$ cat src/acc_map.svh
// Register offsets, field positions and reset values of the comparator block.
// Assumes inclusion from the top module and the testbench only.
`ifndef ACC_MAP_SVH
`define ACC_MAP_SVH
`define ACC_OFF_CSR        4'h0
`define ACC_OFF_CSRB       4'h4
`define ACC_OFF_ISTAT      4'h8
`define ACC_OFF_IMASK      4'hc
`define ACC_CSR_MODE_LO    0
`define ACC_CSR_MODE_HI    1
`define ACC_CSR_CAPT       2
`define ACC_CSR_IEN        3
`define ACC_CSR_FLAG       4
`define ACC_CSR_RESULT     5
`define ACC_CSR_BANDGAP    6
`define ACC_CSR_POWER_OFF  7
`define ACC_CSRB_MUX_EN    6
`define ACC_IST_EDGE       0
`define ACC_IST_RISE       1
`define ACC_IST_FALL       2
`define ACC_CSR_RESET      8'h00
`define ACC_CSRB_RESET     8'h00
`define ACC_IMASK_RESET    8'h00
`define ACC_RESP_OKAY      2'h0
`define ACC_RESP_SLVERR    2'h2
`endif

$ cat src/acc_pkg.sv
// Types shared by the comparator control block.
// Assumes acc_map.svh is on the include path.
package acc_pkg;
  typedef enum logic [1:0] {
    ACC_MODE_TOGGLE   = 2'h0,
    ACC_MODE_RESERVED = 2'h1,
    ACC_MODE_FALL     = 2'h2,
    ACC_MODE_RISE     = 2'h3
  } acc_mode_t;

  typedef enum logic [1:0] {
    ACC_W_IDLE = 2'h0,
    ACC_W_RESP = 2'h1
  } acc_wstate_t;

  typedef struct packed {
    logic [3:0]  addr;
    logic [31:0] data;
  } acc_rd_t;

  typedef struct packed {
    logic        power_off;
    logic        bandgap;
    logic        capt;
    logic        ien;
    acc_mode_t   mode;
  } acc_ctrl_t;
endpackage

$ cat src/acc_sync.sv
// Two flip-flop synchroniser for the raw comparator output.
// Assumes an asynchronous input and CLOCK/RST of the top.
module acc_sync
  import acc_pkg::*;
(
  input  wire logic clk,
  input  wire logic rst,
  input  wire logic d,
  output logic      q
);
  typedef struct packed {
    logic s1;
    logic s2;
  } acc_sync_t;

  acc_sync_t st;
  acc_sync_t next_st;

  always_comb begin
    next_st.s1 = d;
    next_st.s2 = st.s1;
  end

  always_ff @(posedge clk or posedge rst) begin
    if (rst) begin
      st <= '0;
    end else begin
      st <= next_st;
    end
  end

  assign q = st.s2;
endmodule

$ cat src/acc_top.sv
// Analog comparator control: input selection, power-down, edge interrupt,
// capture routing and an AXI4-Lite register slave.
// Assumes the analog comparator sits outside; its raw output is async.
`include "acc_map.svh"

module acc_top
  import acc_pkg::*;
(
  // Clock and reset
  input  wire logic        CLOCK,
  input  wire logic        RST,
  // AXI4-Lite write channels
  input  wire logic [3:0]  AWADDR,
  input  wire logic        AWVALID,
  output logic             AWREADY,
  input  wire logic [31:0] WDATA,
  input  wire logic [3:0]  WSTRB,
  input  wire logic        WVALID,
  output logic             WREADY,
  output logic [1:0]       BRESP,
  output logic             BVALID,
  input  wire logic        BREADY,
  // AXI4-Lite read channels
  input  wire logic [3:0]  ARADDR,
  input  wire logic        ARVALID,
  output logic             ARREADY,
  output logic [31:0]      RDATA,
  output logic [1:0]       RRESP,
  output logic             RVALID,
  input  wire logic        RREADY,
  // Analog side
  input  wire logic        CMP_RAW,
  input  wire logic        CONVERTER_ENABLE,
  output logic             CMP_POWER_OFF,
  output logic             CMP_POS_USE_BANDGAP,
  output logic             CMP_NEG_USE_MUX,
  // Core interrupt and timer
  input  wire logic        GLOBAL_IRQ_ENABLE,
  input  wire logic        IRQ_VECTOR_TAKEN,
  output logic             CMP_IRQ,
  output logic             CAPTURE_TRIGGER,
  output logic             IRQ
);
  typedef struct packed {
    acc_ctrl_t   ctrl;
    logic        mux_en;
    logic        flag;
    logic        result_q;
    logic [2:0]  istat;
    logic [2:0]  imask;
    logic [3:0]  awaddr;
    logic        aw_have;
    logic [31:0] wdata;
    logic [3:0]  wstrb;
    logic        w_have;
    acc_wstate_t wstate;
    logic [1:0]  bresp;
    logic        rvalid;
    acc_rd_t     rd;
    logic [1:0]  rresp;
  } acc_state_t;

  acc_state_t st;
  acc_state_t next_st;
  logic       cmp_result;
  logic       conv_en;
  logic       gie;

  // Result bit is the synchronised comparator output
  acc_sync u_sync (
    .clk (CLOCK),
    .rst (RST),
    .d   (CMP_RAW),
    .q   (cmp_result)
  );

  // Converter enable and global enable are same-clock core signals
  assign conv_en = CONVERTER_ENABLE;
  assign gie     = GLOBAL_IRQ_ENABLE;

  function automatic logic mode_hit(input acc_mode_t m, input logic rise,
                                    input logic fall);
    case (m)
      ACC_MODE_TOGGLE: mode_hit = rise | fall;
      ACC_MODE_FALL:   mode_hit = fall;
      ACC_MODE_RISE:   mode_hit = rise;
      default:         mode_hit = 1'b0;
    endcase
  endfunction

  function automatic logic [7:0] merge(input logic [7:0] old,
                                       input logic [7:0] nw,
                                       input logic       en);
    merge = en ? nw : old;
  endfunction

  logic       rise;
  logic       fall;
  logic       edge_hit;
  logic       do_write;
  logic [7:0] wbyte;
  logic [7:0] csr_rd;

  assign rise     = cmp_result & ~st.result_q;
  assign fall     = ~cmp_result & st.result_q;
  assign edge_hit = mode_hit(st.ctrl.mode, rise, fall);
  assign do_write = st.aw_have && st.w_have && st.wstate == ACC_W_IDLE;
  assign wbyte    = st.wdata[7:0];

  always_comb begin
    csr_rd = 8'h00;
    csr_rd[`ACC_CSR_POWER_OFF] = st.ctrl.power_off;
    csr_rd[`ACC_CSR_BANDGAP]   = st.ctrl.bandgap;
    csr_rd[`ACC_CSR_RESULT]    = cmp_result;
    csr_rd[`ACC_CSR_FLAG]      = st.flag;
    csr_rd[`ACC_CSR_IEN]       = st.ctrl.ien;
    csr_rd[`ACC_CSR_CAPT]      = st.ctrl.capt;
    csr_rd[`ACC_CSR_MODE_HI:`ACC_CSR_MODE_LO] = st.ctrl.mode;
  end

  always_comb begin
    logic [7:0] nb;
    logic       clr_flag;
    logic       clr_ist;
    nb       = 8'h00;
    clr_flag = 1'b0;
    clr_ist  = 1'b0;
    next_st  = st;
    next_st.result_q = cmp_result;

    // Address and data may arrive in either order
    if (AWVALID && !st.aw_have) begin
      next_st.aw_have = 1'b1;
      next_st.awaddr  = AWADDR;
    end
    if (WVALID && !st.w_have) begin
      next_st.w_have = 1'b1;
      next_st.wdata  = WDATA;
      next_st.wstrb  = WSTRB;
    end

    if (do_write) begin
      next_st.aw_have = 1'b0;
      next_st.w_have  = 1'b0;
      next_st.wstate  = ACC_W_RESP;
      next_st.bresp   = `ACC_RESP_OKAY;
      case (st.awaddr)
        `ACC_OFF_CSR: begin
          nb = merge(csr_rd, wbyte, st.wstrb[0]);
          // Power-off takes effect whatever the block is doing
          next_st.ctrl.power_off = nb[`ACC_CSR_POWER_OFF];
          next_st.ctrl.bandgap   = nb[`ACC_CSR_BANDGAP];
          next_st.ctrl.ien       = nb[`ACC_CSR_IEN];
          next_st.ctrl.capt      = nb[`ACC_CSR_CAPT];
          next_st.ctrl.mode      =
            acc_mode_t'(nb[`ACC_CSR_MODE_HI:`ACC_CSR_MODE_LO]);
          clr_flag = st.wstrb[0] && wbyte[`ACC_CSR_FLAG];
        end
        `ACC_OFF_CSRB: begin
          if (st.wstrb[0]) begin
            next_st.mux_en = wbyte[`ACC_CSRB_MUX_EN];
          end
        end
        `ACC_OFF_ISTAT: begin
        end
        `ACC_OFF_IMASK: begin
          if (st.wstrb[0]) begin
            next_st.imask = wbyte[2:0];
          end
        end
        default: next_st.bresp = `ACC_RESP_SLVERR;
      endcase
    end
    if (st.wstate == ACC_W_RESP && BREADY) begin
      next_st.wstate = ACC_W_IDLE;
    end

    // Read path: one read in flight, data registered
    if (ARVALID && !st.rvalid) begin
      next_st.rvalid  = 1'b1;
      next_st.rd.addr = ARADDR;
      next_st.rresp   = `ACC_RESP_OKAY;
      case (ARADDR)
        `ACC_OFF_CSR:   next_st.rd.data = {24'h000000, csr_rd};
        `ACC_OFF_CSRB:  next_st.rd.data =
          {24'h000000, 1'b0, st.mux_en, 6'h00};
        `ACC_OFF_ISTAT: begin
          next_st.rd.data = {29'h00000000, st.istat};
          clr_ist = 1'b1;
        end
        `ACC_OFF_IMASK: next_st.rd.data = {29'h00000000, st.imask};
        default: begin
          next_st.rd.data = 32'h00000000;
          next_st.rresp   = `ACC_RESP_SLVERR;
        end
      endcase
    end else if (st.rvalid && RREADY) begin
      next_st.rvalid = 1'b0;
    end

    // Clears first so a same-cycle event wins
    if (clr_flag || IRQ_VECTOR_TAKEN) begin
      next_st.flag = 1'b0;
    end
    if (clr_ist) begin
      next_st.istat = 3'h0;
    end
    if (edge_hit) begin
      next_st.flag = 1'b1;
    end
    next_st.istat = next_st.istat |
      {fall, rise, edge_hit};
  end

  always_ff @(posedge CLOCK or posedge RST) begin
    if (RST) begin
      st <= '0;
      st.ctrl <= acc_ctrl_t'(6'h00);
    end else begin
      st <= next_st;
    end
  end

  // Bus handshakes
  assign AWREADY = !st.aw_have;
  assign WREADY  = !st.w_have;
  assign BVALID  = st.wstate == ACC_W_RESP;
  assign BRESP   = st.bresp;
  assign ARREADY = !st.rvalid;
  assign RVALID  = st.rvalid;
  assign RDATA   = st.rd.data;
  assign RRESP   = st.rresp;

  // Analog steering; the mux path needs the converter idle
  assign CMP_POWER_OFF       = st.ctrl.power_off;
  assign CMP_POS_USE_BANDGAP = st.ctrl.bandgap;
  assign CMP_NEG_USE_MUX     = st.mux_en & ~conv_en;
  assign CAPTURE_TRIGGER     = st.ctrl.capt & cmp_result;
  assign CMP_IRQ = st.flag & st.ctrl.ien & gie;
  assign IRQ     = |(st.istat & st.imask);

  // Flag follows an edge one cycle later, in the selected mode
  rise_flag_a: assert property (
    @(posedge CLOCK) disable iff (RST)
    st.ctrl.mode == ACC_MODE_RISE && rise |=> st.flag)
    else $error("rising edge did not set flag");
  reserved_mode_a: assert property (
    @(posedge CLOCK) disable iff (RST)
    st.ctrl.mode == ACC_MODE_RESERVED |-> !edge_hit)
    else $error("reserved mode raised an event");
  edge_pulse_a: assert property (
    @(posedge CLOCK) disable iff (RST)
    rise |=> !rise)
    else $error("edge event longer than one cycle");
  irq_gate_a: assert property (
    @(posedge CLOCK) disable iff (RST)
    CMP_IRQ |-> st.ctrl.ien && GLOBAL_IRQ_ENABLE)
    else $error("interrupt without enables");
  neg_select_a: assert property (
    @(posedge CLOCK) disable iff (RST)
    !st.mux_en || CONVERTER_ENABLE |-> !CMP_NEG_USE_MUX)
    else $error("mux used while not allowed");
  sync_delay_a: assert property (
    @(posedge CLOCK) disable iff (RST)
    $rose(CMP_RAW) ##1 CMP_RAW |=> cmp_result)
    else $error("result lags raw output too long");
  capt_route_a: assert property (
    @(posedge CLOCK) disable iff (RST)
    CAPTURE_TRIGGER |-> st.ctrl.capt && cmp_result)
    else $error("capture trigger without enable");
  power_write_a: assert property (
    @(posedge CLOCK) disable iff (RST)
    do_write && st.awaddr == `ACC_OFF_CSR && st.wstrb[0]
      |=> CMP_POWER_OFF == $past(wbyte[`ACC_CSR_POWER_OFF]))
    else $error("power-off write not applied");
  toggle_flag_a: assert property (
    @(posedge CLOCK) disable iff (RST)
    st.ctrl.mode == ACC_MODE_TOGGLE && (rise || fall) |=> st.flag)
    else $error("toggle did not set flag");
  fall_flag_a: assert property (
    @(posedge CLOCK) disable iff (RST)
    st.ctrl.mode == ACC_MODE_FALL && fall |=> st.flag)
    else $error("falling edge did not set flag");
  // A read clear in the same cycle must not swallow the event
  istat_event_a: assert property (
    @(posedge CLOCK) disable iff (RST)
    edge_hit |=> st.istat[`ACC_IST_EDGE])
    else $error("event lost from status");
  vector_clear_a: assert property (
    @(posedge CLOCK) disable iff (RST)
    IRQ_VECTOR_TAKEN && !edge_hit |=> !st.flag)
    else $error("vector taken did not clear flag");
  irq_request_a: assert property (
    @(posedge CLOCK) disable iff (RST)
    st.flag && st.ctrl.ien && GLOBAL_IRQ_ENABLE |-> CMP_IRQ)
    else $error("enabled flag gave no request");
  mux_select_a: assert property (
    @(posedge CLOCK) disable iff (RST)
    st.mux_en && !CONVERTER_ENABLE |-> CMP_NEG_USE_MUX)
    else $error("mux not used while allowed");
  bandgap_write_a: assert property (
    @(posedge CLOCK) disable iff (RST)
    do_write && st.awaddr == `ACC_OFF_CSR && st.wstrb[0]
      |=> CMP_POS_USE_BANDGAP == $past(wbyte[`ACC_CSR_BANDGAP]))
    else $error("bandgap select write not applied");
endmodule

$ cat config.mk
export PLATFORM = sky130hd
export DESIGN_NAME = acc_top
export DESIGN_NICKNAME = d
export VERILOG_FILES = /design/src/acc_pkg.sv /design/src/acc_sync.sv /design/src/acc_top.sv
export VERILOG_INCLUDE_DIRS = /design/src /design/src/src
export SDC_FILE = /design/constraint.sdc
export NUM_CORES = 1
export LEC_CHECK = 0
export ABC_AREA = 1
export BUFFER_PORTS_ARGS = -buffer_cell sky130_fd_sc_hd__buf_4
export CELL_PAD_IN_SITES_DETAIL_PLACEMENT = 1
export CELL_PAD_IN_SITES_GLOBAL_PLACEMENT = 1
export CORE_MARGIN = 2
export CORE_UTILIZATION = 33
export DETAILED_ROUTE_END_ITERATION = 8
export GPL_TIMING_DRIVEN = 0
export HOLD_SLACK_MARGIN = 0.08
export PLACE_DENSITY = 0.76
export REMOVE_ABC_BUFFERS = 1
export SLEW_MARGIN = 10
export SYNTH_ARGS = -nofsm -noshare
export SYNTH_HDL_FRONTEND = slang
export SYNTH_SLANG_ARGS = --single-unit
$ cat constraint.sdc
create_clock -name CLOCK -period 1.53 [get_ports CLOCK]
set_clock_uncertainty 0.1 [all_clocks]
set_input_delay 0.306 -clock CLOCK [delete_from_list [all_inputs] [get_ports CLOCK]]
set_output_delay 0.306 -clock CLOCK [all_outputs]
set_load 0.05 [all_outputs]
## Word-level counts from Yosys, hierarchy flattened

Index checks and enable logic that the tools add are counted.

| word-level totals | value |
|---|---|
| register bits | 71 |
| output and inout bits | 47 |
| logic and storage cells | 88 |

| cells by class | value |
|---|---|
| equality and inequality tests | 9 |
| multiplexer cells | 18 |
| reductions and logical operators | 27 |
| bitwise gates (word level) | 12 |

Operators with widths:

| cell | count |
|---|---|
| $pmux W8 S4 | 1 |
| $eq A4 B4 Y1 const B | 4 |
| $mux W1 | 11 |
| $reduce_bool A2 Y1 | 5 |
| $reduce_and A3 Y1 | 3 |
| $eq A4 B3 Y1 const B | 2 |
| $logic_and A1 B1 Y1 | 8 |
| $logic_not A4 Y1 | 2 |
| $reduce_or A4 Y1 | 2 |
| $and A1 B1 Y1 | 6 |
| $mux W2 | 3 |
| $mux W5 | 1 |
| $eq A2 B2 Y1 const B | 2 |
| $logic_not A2 Y1 | 2 |
| $and A3 B3 Y3 | 1 |
| $logic_not A1 Y1 | 3 |
| $mux W3 | 1 |
| $not A1 Y1 | 3 |
| $or A3 B3 Y3 | 1 |
| $pmux W1 S3 | 1 |
| $reduce_or A3 Y1 | 1 |
| $eq A2 B1 Y1 const B | 1 |
| $logic_or A1 B1 Y1 | 1 |
| $or A1 B1 Y1 | 1 |

## Logic depth before layout (Yosys ltp)

Gate-level depths: netlist of the first run.

| logic depth | value |
|---|---|
| depth after elaboration | 6 |
| depth in mapped cells | 7 |
| gate-level depth less buffers | 7 |

## Cells and area by module

A second synthesis of the first run with hierarchy kept.

| second synthesis, totals | value |
|---|---|
| cell total of the unflattened synthesis | 247 |
| area, all modules | 2,192.1 um^2 |

Modules (own cells, without submodules):

| module | area each (um^2) | cells an instance | seq. area each (um^2) | instances |
|---|---|---|---|---|
| acc_top | 2,138.3 | 244 | 1,026.0 | 1 |
| acc_sync | 53.8 | 3 | 50.0 | 1 |

## Worst setup path before layout of the first run

No wires, ideal clock.

| timing | value |
|---|---|
| path type | reg2reg |
| start | reg st (netlist bit RVALID) |
| end | reg st (netlist bit RDATA[4]) |
| slack | -79 ps |
| cell stages (with the launch flop) | 5 |
| path buffers | 1 |
| data arrival time | 1,417 ps |
| required time | 1,338 ps |
| path through | dfrtp_1 > inv_2 > nand2_1 > buf_2 > o31ai_2 |

| on the way | value |
|---|---|
| longest elaborated chain between the ends | 2 |

RTL lines:

| what | RTL line | text |
|---|---|---|
| start: declaration | acc_top.sv:63 | `acc_state_t st;` |
| start signal: assignment | acc_top.sv:220 | `st <= next_st;` |
| $logic_not A1 Y1 | -- |  |
| net ARREADY | acc_top.sv:26 | `output logic ARREADY,` |
| $logic_and A1 B1 Y1 | acc_top.sv:179 | `if (ARVALID && !st.rvalid) begin` |

The timed path passes the listed nets, and every way through them passes these cells.
A chain may end at the register's enable or synchronous reset.

## Worst setup path after layout of the first run

| timing | value |
|---|---|
| start | reg st (netlist bit csr_rd[3]) |
| end | out CMP_IRQ |

| on the way | value |
|---|---|
| longest elaborated chain between the ends | 2 |

RTL lines:

| what | RTL line | text |
|---|---|---|
| $and A1 B1 Y1 (2 in a row) | acc_top.sv:239 | `assign CMP_IRQ = st.flag & st.ctrl.ien & gie;` |
| end: declaration | acc_top.sv:40 | `output logic CMP_IRQ,` |

Every way passes these cells.

==> flow_summary_export.csv, run 1 <==
group,metric,value,unit
status,outcome,"finished clean",
cts,tritoncts,"done",
cells_and_area,drive_gt1_share,27.9,%
power_and_ir_drop,ir_drop,0.967,mV
synth,synth-seq-cells,43,
critical_path,crit_type,"reg2out",
die,rows,29,
critical_path,start_kind,"flop",
global_routing,grt.overflow.total,0,
cts,clock_sinks,43,
synth,async_flop_share,100,%
synth,yosysTopAreaCellShare,49.6,%
die,die_area,7240,um2
placement,dpl_cell_area,2450,um2
cells_and_area,num_antenna_cells,0,
power_and_ir_drop,finalPower,4.11,mW
cts,clockBufferDepth,2,
global_routing,grtUsageTotal,13.3,%
sta,final-hold-violation-count,0,
global_routing,grt_max_degree,26,
cells_and_area,nets,346,
synth,ys_top_cells_by_count,"nand2_1 (63), dfrtp_1 (43), buf_4 (37)",
synth,syn-instance-count,244,
critical_path,slowest_stage,"dfrtp_1",
power_and_ir_drop,p_per_area,1590,nW/um2
critical_path,endpoint_kind,"primary output",
cells_and_area,largest_reg_flops,23,
synth,yosys_warnings,0,
critical_path,cp.required,1.12,ns
sta,max_freq,680,MHz
synth,avgSynthCellArea,8.89,um2
placement,numPortBuffers,47,
synth,synth-seq-area-share,49.6,%
synth,synth_compound_area_share,5.54,%
critical_path,crit_family,"flip-flops",
route,viasPerCell,4.34,
synth,synth_top_cell_by_area,"dfrtp_1",
global_routing,grt_pass1_wl,7640,um
route,routed_wl,4510,um
route,postRouteAntennaNets,0,
route,drtIter0Drc,41,
die,initial_core_util,34.2,%
placement,gp_congestion,0.740,
synth,synth.distinct_cells,24,
synth,yosys.area_share.simple,22.8,%
cells_and_area,regMostFlops,"st",
sta,setup_slack,0.0604,ns
placement,dp_hpwl,3450,um
cts,htree_levels,2,
critical_path,arrival,1.06,ns
route,drc_errors,0,
critical_path,r2r_slack,0.19,ns
cells_and_area,area_delta_synth_final,18.9,%
critical_path,worst-path-buf-inv,1,
synth,synthFlopType,"dfrtp_1",
worst_hold_path,holdCritPathClass,"in2reg",
global_routing,antenna_found_initial,0,
die,num_io_pins,102,
route,drt_pre_antenna_iters,4,
placement,dp_slack,-0.00502,ns
sta,grt_setup_unrepaired,"false",
synth,synth_xor_area_share,0,%
sta,slew_viol_final,0,
synth,synth_top_family_by_area,"simple AND/OR/NAND/NOR gates",
cells_and_area,design_area,2580,um2
cts,root_buffer,"clkbuf_8",
route,vias,1594,
synth,synth_mux_area_share,3.63,%
cts,cts_inserted_buffers,5,
synth,synth_edf_count,0,
die,die_w,85.1,um
global_routing,grt_pass1_vias,1598,
synth,yosysMostFrequentCell,"nand2_1",
critical_path,cp_slowest_stage_delay,0.41,ns
power_and_ir_drop,leakage,1.37,nW
route,wl_per_cell,12.3,um
sta,finalSetupViolations,0,
critical_path,worst-path-max-fanout,3,
synth,synthAdderAreaFrac,1.15,%
cts,cts.clk_slew.worst_paths,0.09,ns
sta,fin_crit_sh,96.0,%
die,fp.dieH,85.1,um
die,core,6350,um2
sta,min_period,1.47,ns
sta,setup-tns-final,0,ns
job,drv_cap,0,
critical_path,crit_chain,"and3_1, buf_4",
cts,clk_latency,0.30,ns
synth,netlist_area,2170,um2
synth,synth.area.top_cells,"dfrtp_1 (50%), buf_4 (13%), nand2_1 (11%)",
[cell type report]
cell class                 count  area (um2)
sequential                    43        1080
clock inverter                 2        12.5
multi-input combinational    165         823
inverter                      22        85.1
tap                           77        96.3
timing repair buffer          52         414
clock buffer                   6        72.6
fill                         766        3770
[worst paths after layout]
kind	startpoint	end	depth (start not counted)
max	csr_rd[3]	CMP_IRQ	2
min	RREADY	RVALID	2
max reg2reg	u_sync.q	csr_rd[4]	6
min reg2reg	u_sync.next_st[0]	u_sync.q	0
max in group asynchronous	RST	RDATA[3]	4
min in group asynchronous	RST	st[41]	3
[where the power goes]
group	internal, mW	switching (mW)	total (mW)
Clock	0.319	0.404	0.723
Sequential	1.47	0.273	1.74
Combinational	0.526	1.11	1.64
[timing repair]
item	4_1_cts	5_1_grt
pin swaps	0	0
endpoints found under the hold margin	20	0
gates resized for setup	1	2
endpoints found under the setup margin	1	2
setup buffers	0	1
hold buffers	3	0
[per-layer routing]
layer | part of all wire, % | vias to the layer above | wire length (um) | global-route usage [%]
met2 | 48 | 60 | 2190 | 21.4
li1 | - | 795 | - | -
met5 | 0 | - | 0 | 0
met3 | 6.8 | 7 | 305 | 3.31
met4 | 1.6 | 0 | 72 | 5.05
met1 | 43 | 732 | 1940 | 17.3
[layout by cell type (no fill, tap or decap)]
cell            n
dfrtp_1        43
o21ai_0        13
nor2_1         14
buf_6           1
nand3_1        17
nand2_2         5
nor2_8          1
clkbuf_1        1
a21oi_1         6
nor2_2          2
nand2_1        62
buf_4          47
clkinvlp_4      1
nor3_1          2
dlygate4sd3_1   3
clkbuf_8        5
clkinv_2        1
inv_4           1
and3_1          1
o31ai_2         2
mux2_2          7
nand2_4         1
buf_12          1
inv_2           3
ha_1            2
nor2_4          2
inv_1          18
nand3_2         1
nand3b_1        1
conb_1         26
[metrics by stage]
stage / utilization [%] / cells / hold slack [ns]
2_1_floorplan: - / 230 / 0.231
3_3_place_gp: 38.2 / 354 / 0.235
3_5_place_dp: 38.5 / 355 / 0.237
4_1_cts: 40.4 / 366 / 0.0924
5_1_grt: 40.6 / 367 / 0.123
6_report: 40.6 / 367 / 0.101
[logic make-up after synthesis]
group,Yosys count
AOI/OAI and AO/OA,21
adders and majority gates,2
buffers and inverters,61
DFF,43
muxes,7
other,1
and+or+nand+nor,109
No activity file was read; power rests on OpenSTA's default activity.
==> run 2: changes to the inputs <==
--- a/config.mk
+++ b/config.mk
@@ -8,14 +8,13 @@
 export LEC_CHECK = 0
 export ABC_AREA = 1
 export BUFFER_PORTS_ARGS = -buffer_cell sky130_fd_sc_hd__buf_4
-export CELL_PAD_IN_SITES_DETAIL_PLACEMENT = 1
-export CELL_PAD_IN_SITES_GLOBAL_PLACEMENT = 1
+export CAP_MARGIN = 30
 export CORE_MARGIN = 2
-export CORE_UTILIZATION = 33
+export CORE_UTILIZATION = 43
 export DETAILED_ROUTE_END_ITERATION = 8
 export GPL_TIMING_DRIVEN = 0
 export HOLD_SLACK_MARGIN = 0.08
-export PLACE_DENSITY = 0.76
+export PLACE_DENSITY = 0.72
 export REMOVE_ABC_BUFFERS = 1
 export SLEW_MARGIN = 10
 export SYNTH_ARGS = -nofsm -noshare
==> constraint.sdc (replaced) <==
create_clock -name CLOCK -period 1.6 [get_ports CLOCK]
set_clock_uncertainty 0.1 [all_clocks]
set_input_delay 0.32 -clock CLOCK [delete_from_list [all_inputs] [get_ports CLOCK]]
set_output_delay 0.32 -clock CLOCK [all_outputs]
set_load 0.05 [all_outputs]
==> flow_summary_export.csv, run 2 (same netlist as run 1, synthesis figures left out) <==
group,metric,value,unit
cts,clock_sinks,43,
critical_path,reg2reg_depth,6,
cells_and_area,regMostFlops,"st",
route,viasPerCell,4.43,
cells_and_area,final_common_cell,"nand2_1",
critical_path,r2r_slack,0.28,ns
cts,cts_inserted_buffers,5,
critical_path,endpoint_kind,"primary output",
route,wl_per_cell,10.9,um
global_routing,grt_max_degree,26,
job,drv_cap,0,
route,drt_pre_antenna_iters,4,
cells_and_area,final_cells,354,
cells_and_area,drive_gt1_share,27.5,%
global_routing,grtUsageTotal,14.5,%
route,drc_errors,0,
cells_and_area,layout_common_cells,"nand2_1 (62), buf_4 (47), dfrtp_1 (43), conb_1 (26)",
status,outcome,"finished clean",
global_routing,grt_pass1_vias,1439,
sta,final-hold-violation-count,0,
cells_and_area,nets,344,
die,core,4790,um2
global_routing,grt_pass1_wl,6220,um
critical_path,critPathLaunch,"st[85]",
die,fp.dieH,75.0,um
global_routing,antenna_found_initial,0,
sta,finalSetupViolations,0,
cells_and_area,largest_reg_flops,23,
sta,slew_viol_final,0,
placement,placed_cells,345,
cts,clk_latency,0.28,ns
critical_path,r2r_start,"u_sync.q",
cts,root_buffer,"clkbuf_8",
sta,max_freq,670,MHz
worst_hold_path,holdCritPathClass,"in2reg",
cts,htree_levels,2,
die,initial_core_util,45.3,%
critical_path,start_kind,"flop",
die,die_w,75.0,um
route,routed_wl,3850,um
cts,clockBufferDepth,2,
cts,cts_setup_buffers,0,
cts,cts.clk_slew.worst_paths,0.08,ns
global_routing,grt.overflow.total,0,
sta,min_period,1.49,ns
route,vias,1569,
power_and_ir_drop,p_per_area,1520,nW/um2
route,postRouteAntennaNets,0,
placement,gp_congestion,0.827,
power_and_ir_drop,leakage,1.36,nW
cells_and_area,area_delta_synth_final,17.2,%
placement,numPortBuffers,47,
power_and_ir_drop,ir_drop,0.817,mV
sta,grt_setup_unrepaired,"false",
cells_and_area,num_antenna_cells,0,
critical_path,arrival,1.07,ns
route,drtIter0Drc,95,
sta,setup-tns-final,0,ns
critical_path,worst-path-max-fanout,3,
critical_path,cp.required,1.18,ns
critical_path,r2r_end,"csr_rd[4]",
die,die_area,5630,um2
die,num_io_pins,102,
placement,dp_hpwl,3000,um
cts,tritoncts,"done",
cells_and_area,fillCellCount,477,
critical_path,crit_type,"reg2out",
critical_path,worstSetupEndpoint,"IRQ",
sta,fin_crit_sh,93.3,%
die,rows,25,
## run 2: changes by cell type in the layout (fill, tap and decap cells not counted), sizes merged
cell / change
buf: -1
clkinvlp: -1
dlygate4sd3: -1
## run 2: what timing repair did
action,CTS,global route
hold buffers,2,0
gates resized for setup,0,1
setup endpoints to repair,0,2
hold endpoints to repair,19,0
## run 2: worst min path at each step
stage / startpoint / end / slack (ns) / cells after the start
detailed placement: u_sync.next_st[0] / u_sync.q / 0.24 / 0
finish: BREADY / st[41] / 0.11 / 2
floorplan: u_sync.next_st[0] / u_sync.q / 0.23 / 0
CTS: BREADY / st[41] / 0.1 / 2
global route: BREADY / st[41] / 0.11 / 2
global placement: u_sync.next_st[0] / u_sync.q / 0.23 / 0
## run 2: final cells by class
| cell class | instances | area (um2) | share of cell area, % |
|---|---|---|---|
| clock inverters | 1 | 5.00 | 0.197 |
| clock buffers | 6 | 82.6 | 3.25 |
| well taps | 67 | 83.8 | 3.30 |
| multi-input cells | 165 | 818 | 32.2 |
| inverters | 22 | 85.1 | 3.34 |
| repair buffers | 50 | 393 | 15.4 |
| flip-flops and latches | 43 | 1080 | 42.3 |
## run 2: routing by layer
layer  global-route usage [%]  part of all wire [%]  up-vias
met5                        0                     0        -
met4                     5.56                   1.1        0
met3                     3.48                   7.4        4
met2                     23.9                    47       63
met1                     18.7                    44      715
li1                         -                     -      787
## run 2: power breakdown
| group | total [mW] | internal [mW] | switching [mW] |
|---|---|---|---|
| Combinational | 1.51 | 0.471 | 1.03 |
| Sequential | 1.67 | 1.41 | 0.265 |
| Clock | 0.678 | 0.339 | 0.339 |
| Total | 3.85 | 2.22 | 1.64 |
## run 2: per-stage QoR
step / instance area, um2 / setup slack [ns] / util (%) / hold WS, ns / power, mW
floorplan: 1980 / -0.145 / - / 0.231 / 2.76
finish: 2540 / 0.106 / 53.2 / 0.110 / 3.85
global placement: 2410 / -0.397 / 50.4 / 0.232 / 3.15
CTS: 2540 / 0.0935 / 53.1 / 0.0994 / 3.90
detailed placement: 2430 / 0.125 / 50.8 / 0.236 / 3.21
global route: 2540 / 0.0540 / 53.2 / 0.110 / 4.08
## run 2: critical path, stage by stage (launching register included)
cell and delay [ns]:
dfrtp_1 0.41, nand2_1 0.08, nand3_1 0.10, buf_4 0.20
==> run 3: changes to the inputs <==
==> constraint.sdc (replaced) <==
create_clock -name CLOCK -period 1.48 [get_ports CLOCK]
set_clock_uncertainty 0.1 [all_clocks]
set_input_delay 0.296 -clock CLOCK [delete_from_list [all_inputs] [get_ports CLOCK]]
set_output_delay 0.296 -clock CLOCK [all_outputs]
set_load 0.05 [all_outputs]
==> flow_summary_export.csv, run 3 (same netlist as run 1, synthesis figures left out) <==
group,metric,value,unit
cts,cts.clk_slew.worst_paths,0.07,ns
cells_and_area,num_antenna_cells,0,
global_routing,grt.overflow.total,0,
global_routing,antenna_found_initial,0,
cts,root_buffer,"clkbuf_8",
placement,gp_congestion,0.827,
critical_path,r2r_slack,0.16,ns
die,num_io_pins,102,
global_routing,grt_pass1_vias,1447,
sta,final-hold-violation-count,0,
status,outcome,"finished clean",
route,drt_pre_antenna_iters,4,
die,die_w,75.0,um
cts,clockBufferDepth,2,
sta,setup_slack,0.0538,ns
critical_path,r2r_end,"st[88]",
critical_path,reg2reg_depth,6,
cts,clock_sinks,43,
sta,slew_viol_final,0,
critical_path,r2r_start,"u_sync.q",
die,fp.dieH,75.0,um
route,routed_wl,3900,um
cts,cts_inserted_buffers,5,
route,drtIter0Drc,82,
global_routing,grtUsageTotal,14.6,%
placement,numPortBuffers,47,
route,wl_per_cell,10.8,um
cells_and_area,layout_common_cells,"nand2_1 (62), buf_4 (51), dfrtp_1 (43), conb_1 (26), inv_1 (18)",
die,rows,25,
route,postRouteAntennaNets,0,
die,core,4790,um2
critical_path,critPathLaunch,"csr_rd[3]",
critical_path,arrival,1.03,ns
route,vias,1591,
global_routing,grt_max_degree,26,
critical_path,cp.required,1.08,ns
sta,min_period,1.43,ns
power_and_ir_drop,finalPower,4.28,mW
power_and_ir_drop,ir_drop,0.827,mV
placement,dp_hpwl,3000,um
global_routing,grt_pass1_wl,6270,um
cells_and_area,fillCellCount,472,
critical_path,start_kind,"flop",
cts,htree_levels,2,
critical_path,endpoint_kind,"primary output",
die,die_area,5630,um2
sta,finalSetupViolations,0,
cells_and_area,drive_gt1_share,29.3,%
cells_and_area,final_common_cell,"nand2_1",
route,viasPerCell,4.41,
power_and_ir_drop,p_per_area,1640,nW/um2
route,drc_errors,0,
worst_hold_path,holdCritPathClass,"in2reg",
cts,clk_latency,0.28,ns
cells_and_area,regMostFlops,"st",
job,drv_cap,0,
die,initial_core_util,45.3,%
sta,fin_crit_sh,96.4,%
power_and_ir_drop,leakage,1.41,nW
cells_and_area,largest_reg_flops,23,
critical_path,crit_type,"reg2out",
cells_and_area,area_delta_synth_final,20.4,%
cells_and_area,nets,351,
placement,dp_slack,0.0290,ns
sta,max_freq,701,MHz
cts,tritoncts,"done",
critical_path,worstSetupEndpoint,"CMP_IRQ",
critical_path,worst-path-max-fanout,3,
-- run 3: cell types whose count changed in the layout (fill, tap and decap cells not counted), sizes merged --
| cell | before | now |
|---|---|---|
| buf | 48 | 54 |
| dlygate4sd3 | 2 | 3 |
-- run 3: critical path, cell delays in order (launching register included) --
cell	delay (ns)
dfrtp_1	0.40
and3_1	0.17
buf_4	0.18
-- run 3: worst min path at each step --
stage	from	end	slack, ns	cells past startpoint
after floorplan	CMP_RAW	u_sync.next_st[0]	0.23	0
after global placement	u_sync.next_st[0]	u_sync.q	0.23	0
after detailed placement	RST	csr_rd[4]	0.23	2
after CTS	RREADY	RVALID	0.1	2
after global routing	RREADY	RVALID	0.12	2
final	RREADY	RVALID	0.11	2
-- run 3: power by group --
group	internal (mW)	total, mW	switching (mW)
Clock	0.366	0.732	0.366
Combinational	0.594	1.74	1.15
Sequential	1.52	1.80	0.282
-- run 3: metal layers --
layer	wire length (um)	GRT usage (%)
met1	1690	18.9
met2	1870	24.0
met3	312	3.48
met4	26	5.56
met5	0	0
-- run 3: through the flow --
step,std cells,setup TNS (ns),instance area [um2],util [%],hold slack [ns]
final,361,0,2610,54.6,0.106
after global routing,361,-0.000335,2610,54.6,0.123
after CTS,356,0,2560,53.5,0.0998
after detailed placement,345,0,2430,50.8,0.233
after global placement,344,-21.17,2410,50.4,0.232
after floorplan,230,-2.48,1980,-,0.227
-- run 3: area by class of cell --
type                    count  area [um2]  share of cell area, %
clock buffers               6        82.6                   3.16
clock inverters             1        5.00                  0.192
inverters                  22        85.1                   3.26
multi-input cells         165         823                   31.5
flip-flops and latches     43        1080                   41.2
well taps                  67        83.8                   3.21
repair buffers             57         455                   17.4
-- run 3: repair_timing --
item,in CTS,in global routing
pin swaps,0,0
buffers inserted,1,5
gates resized for setup,0,4
endpoints found under the hold margin,20,0
hold buffers,3,0
endpoints found under the setup margin,1,12
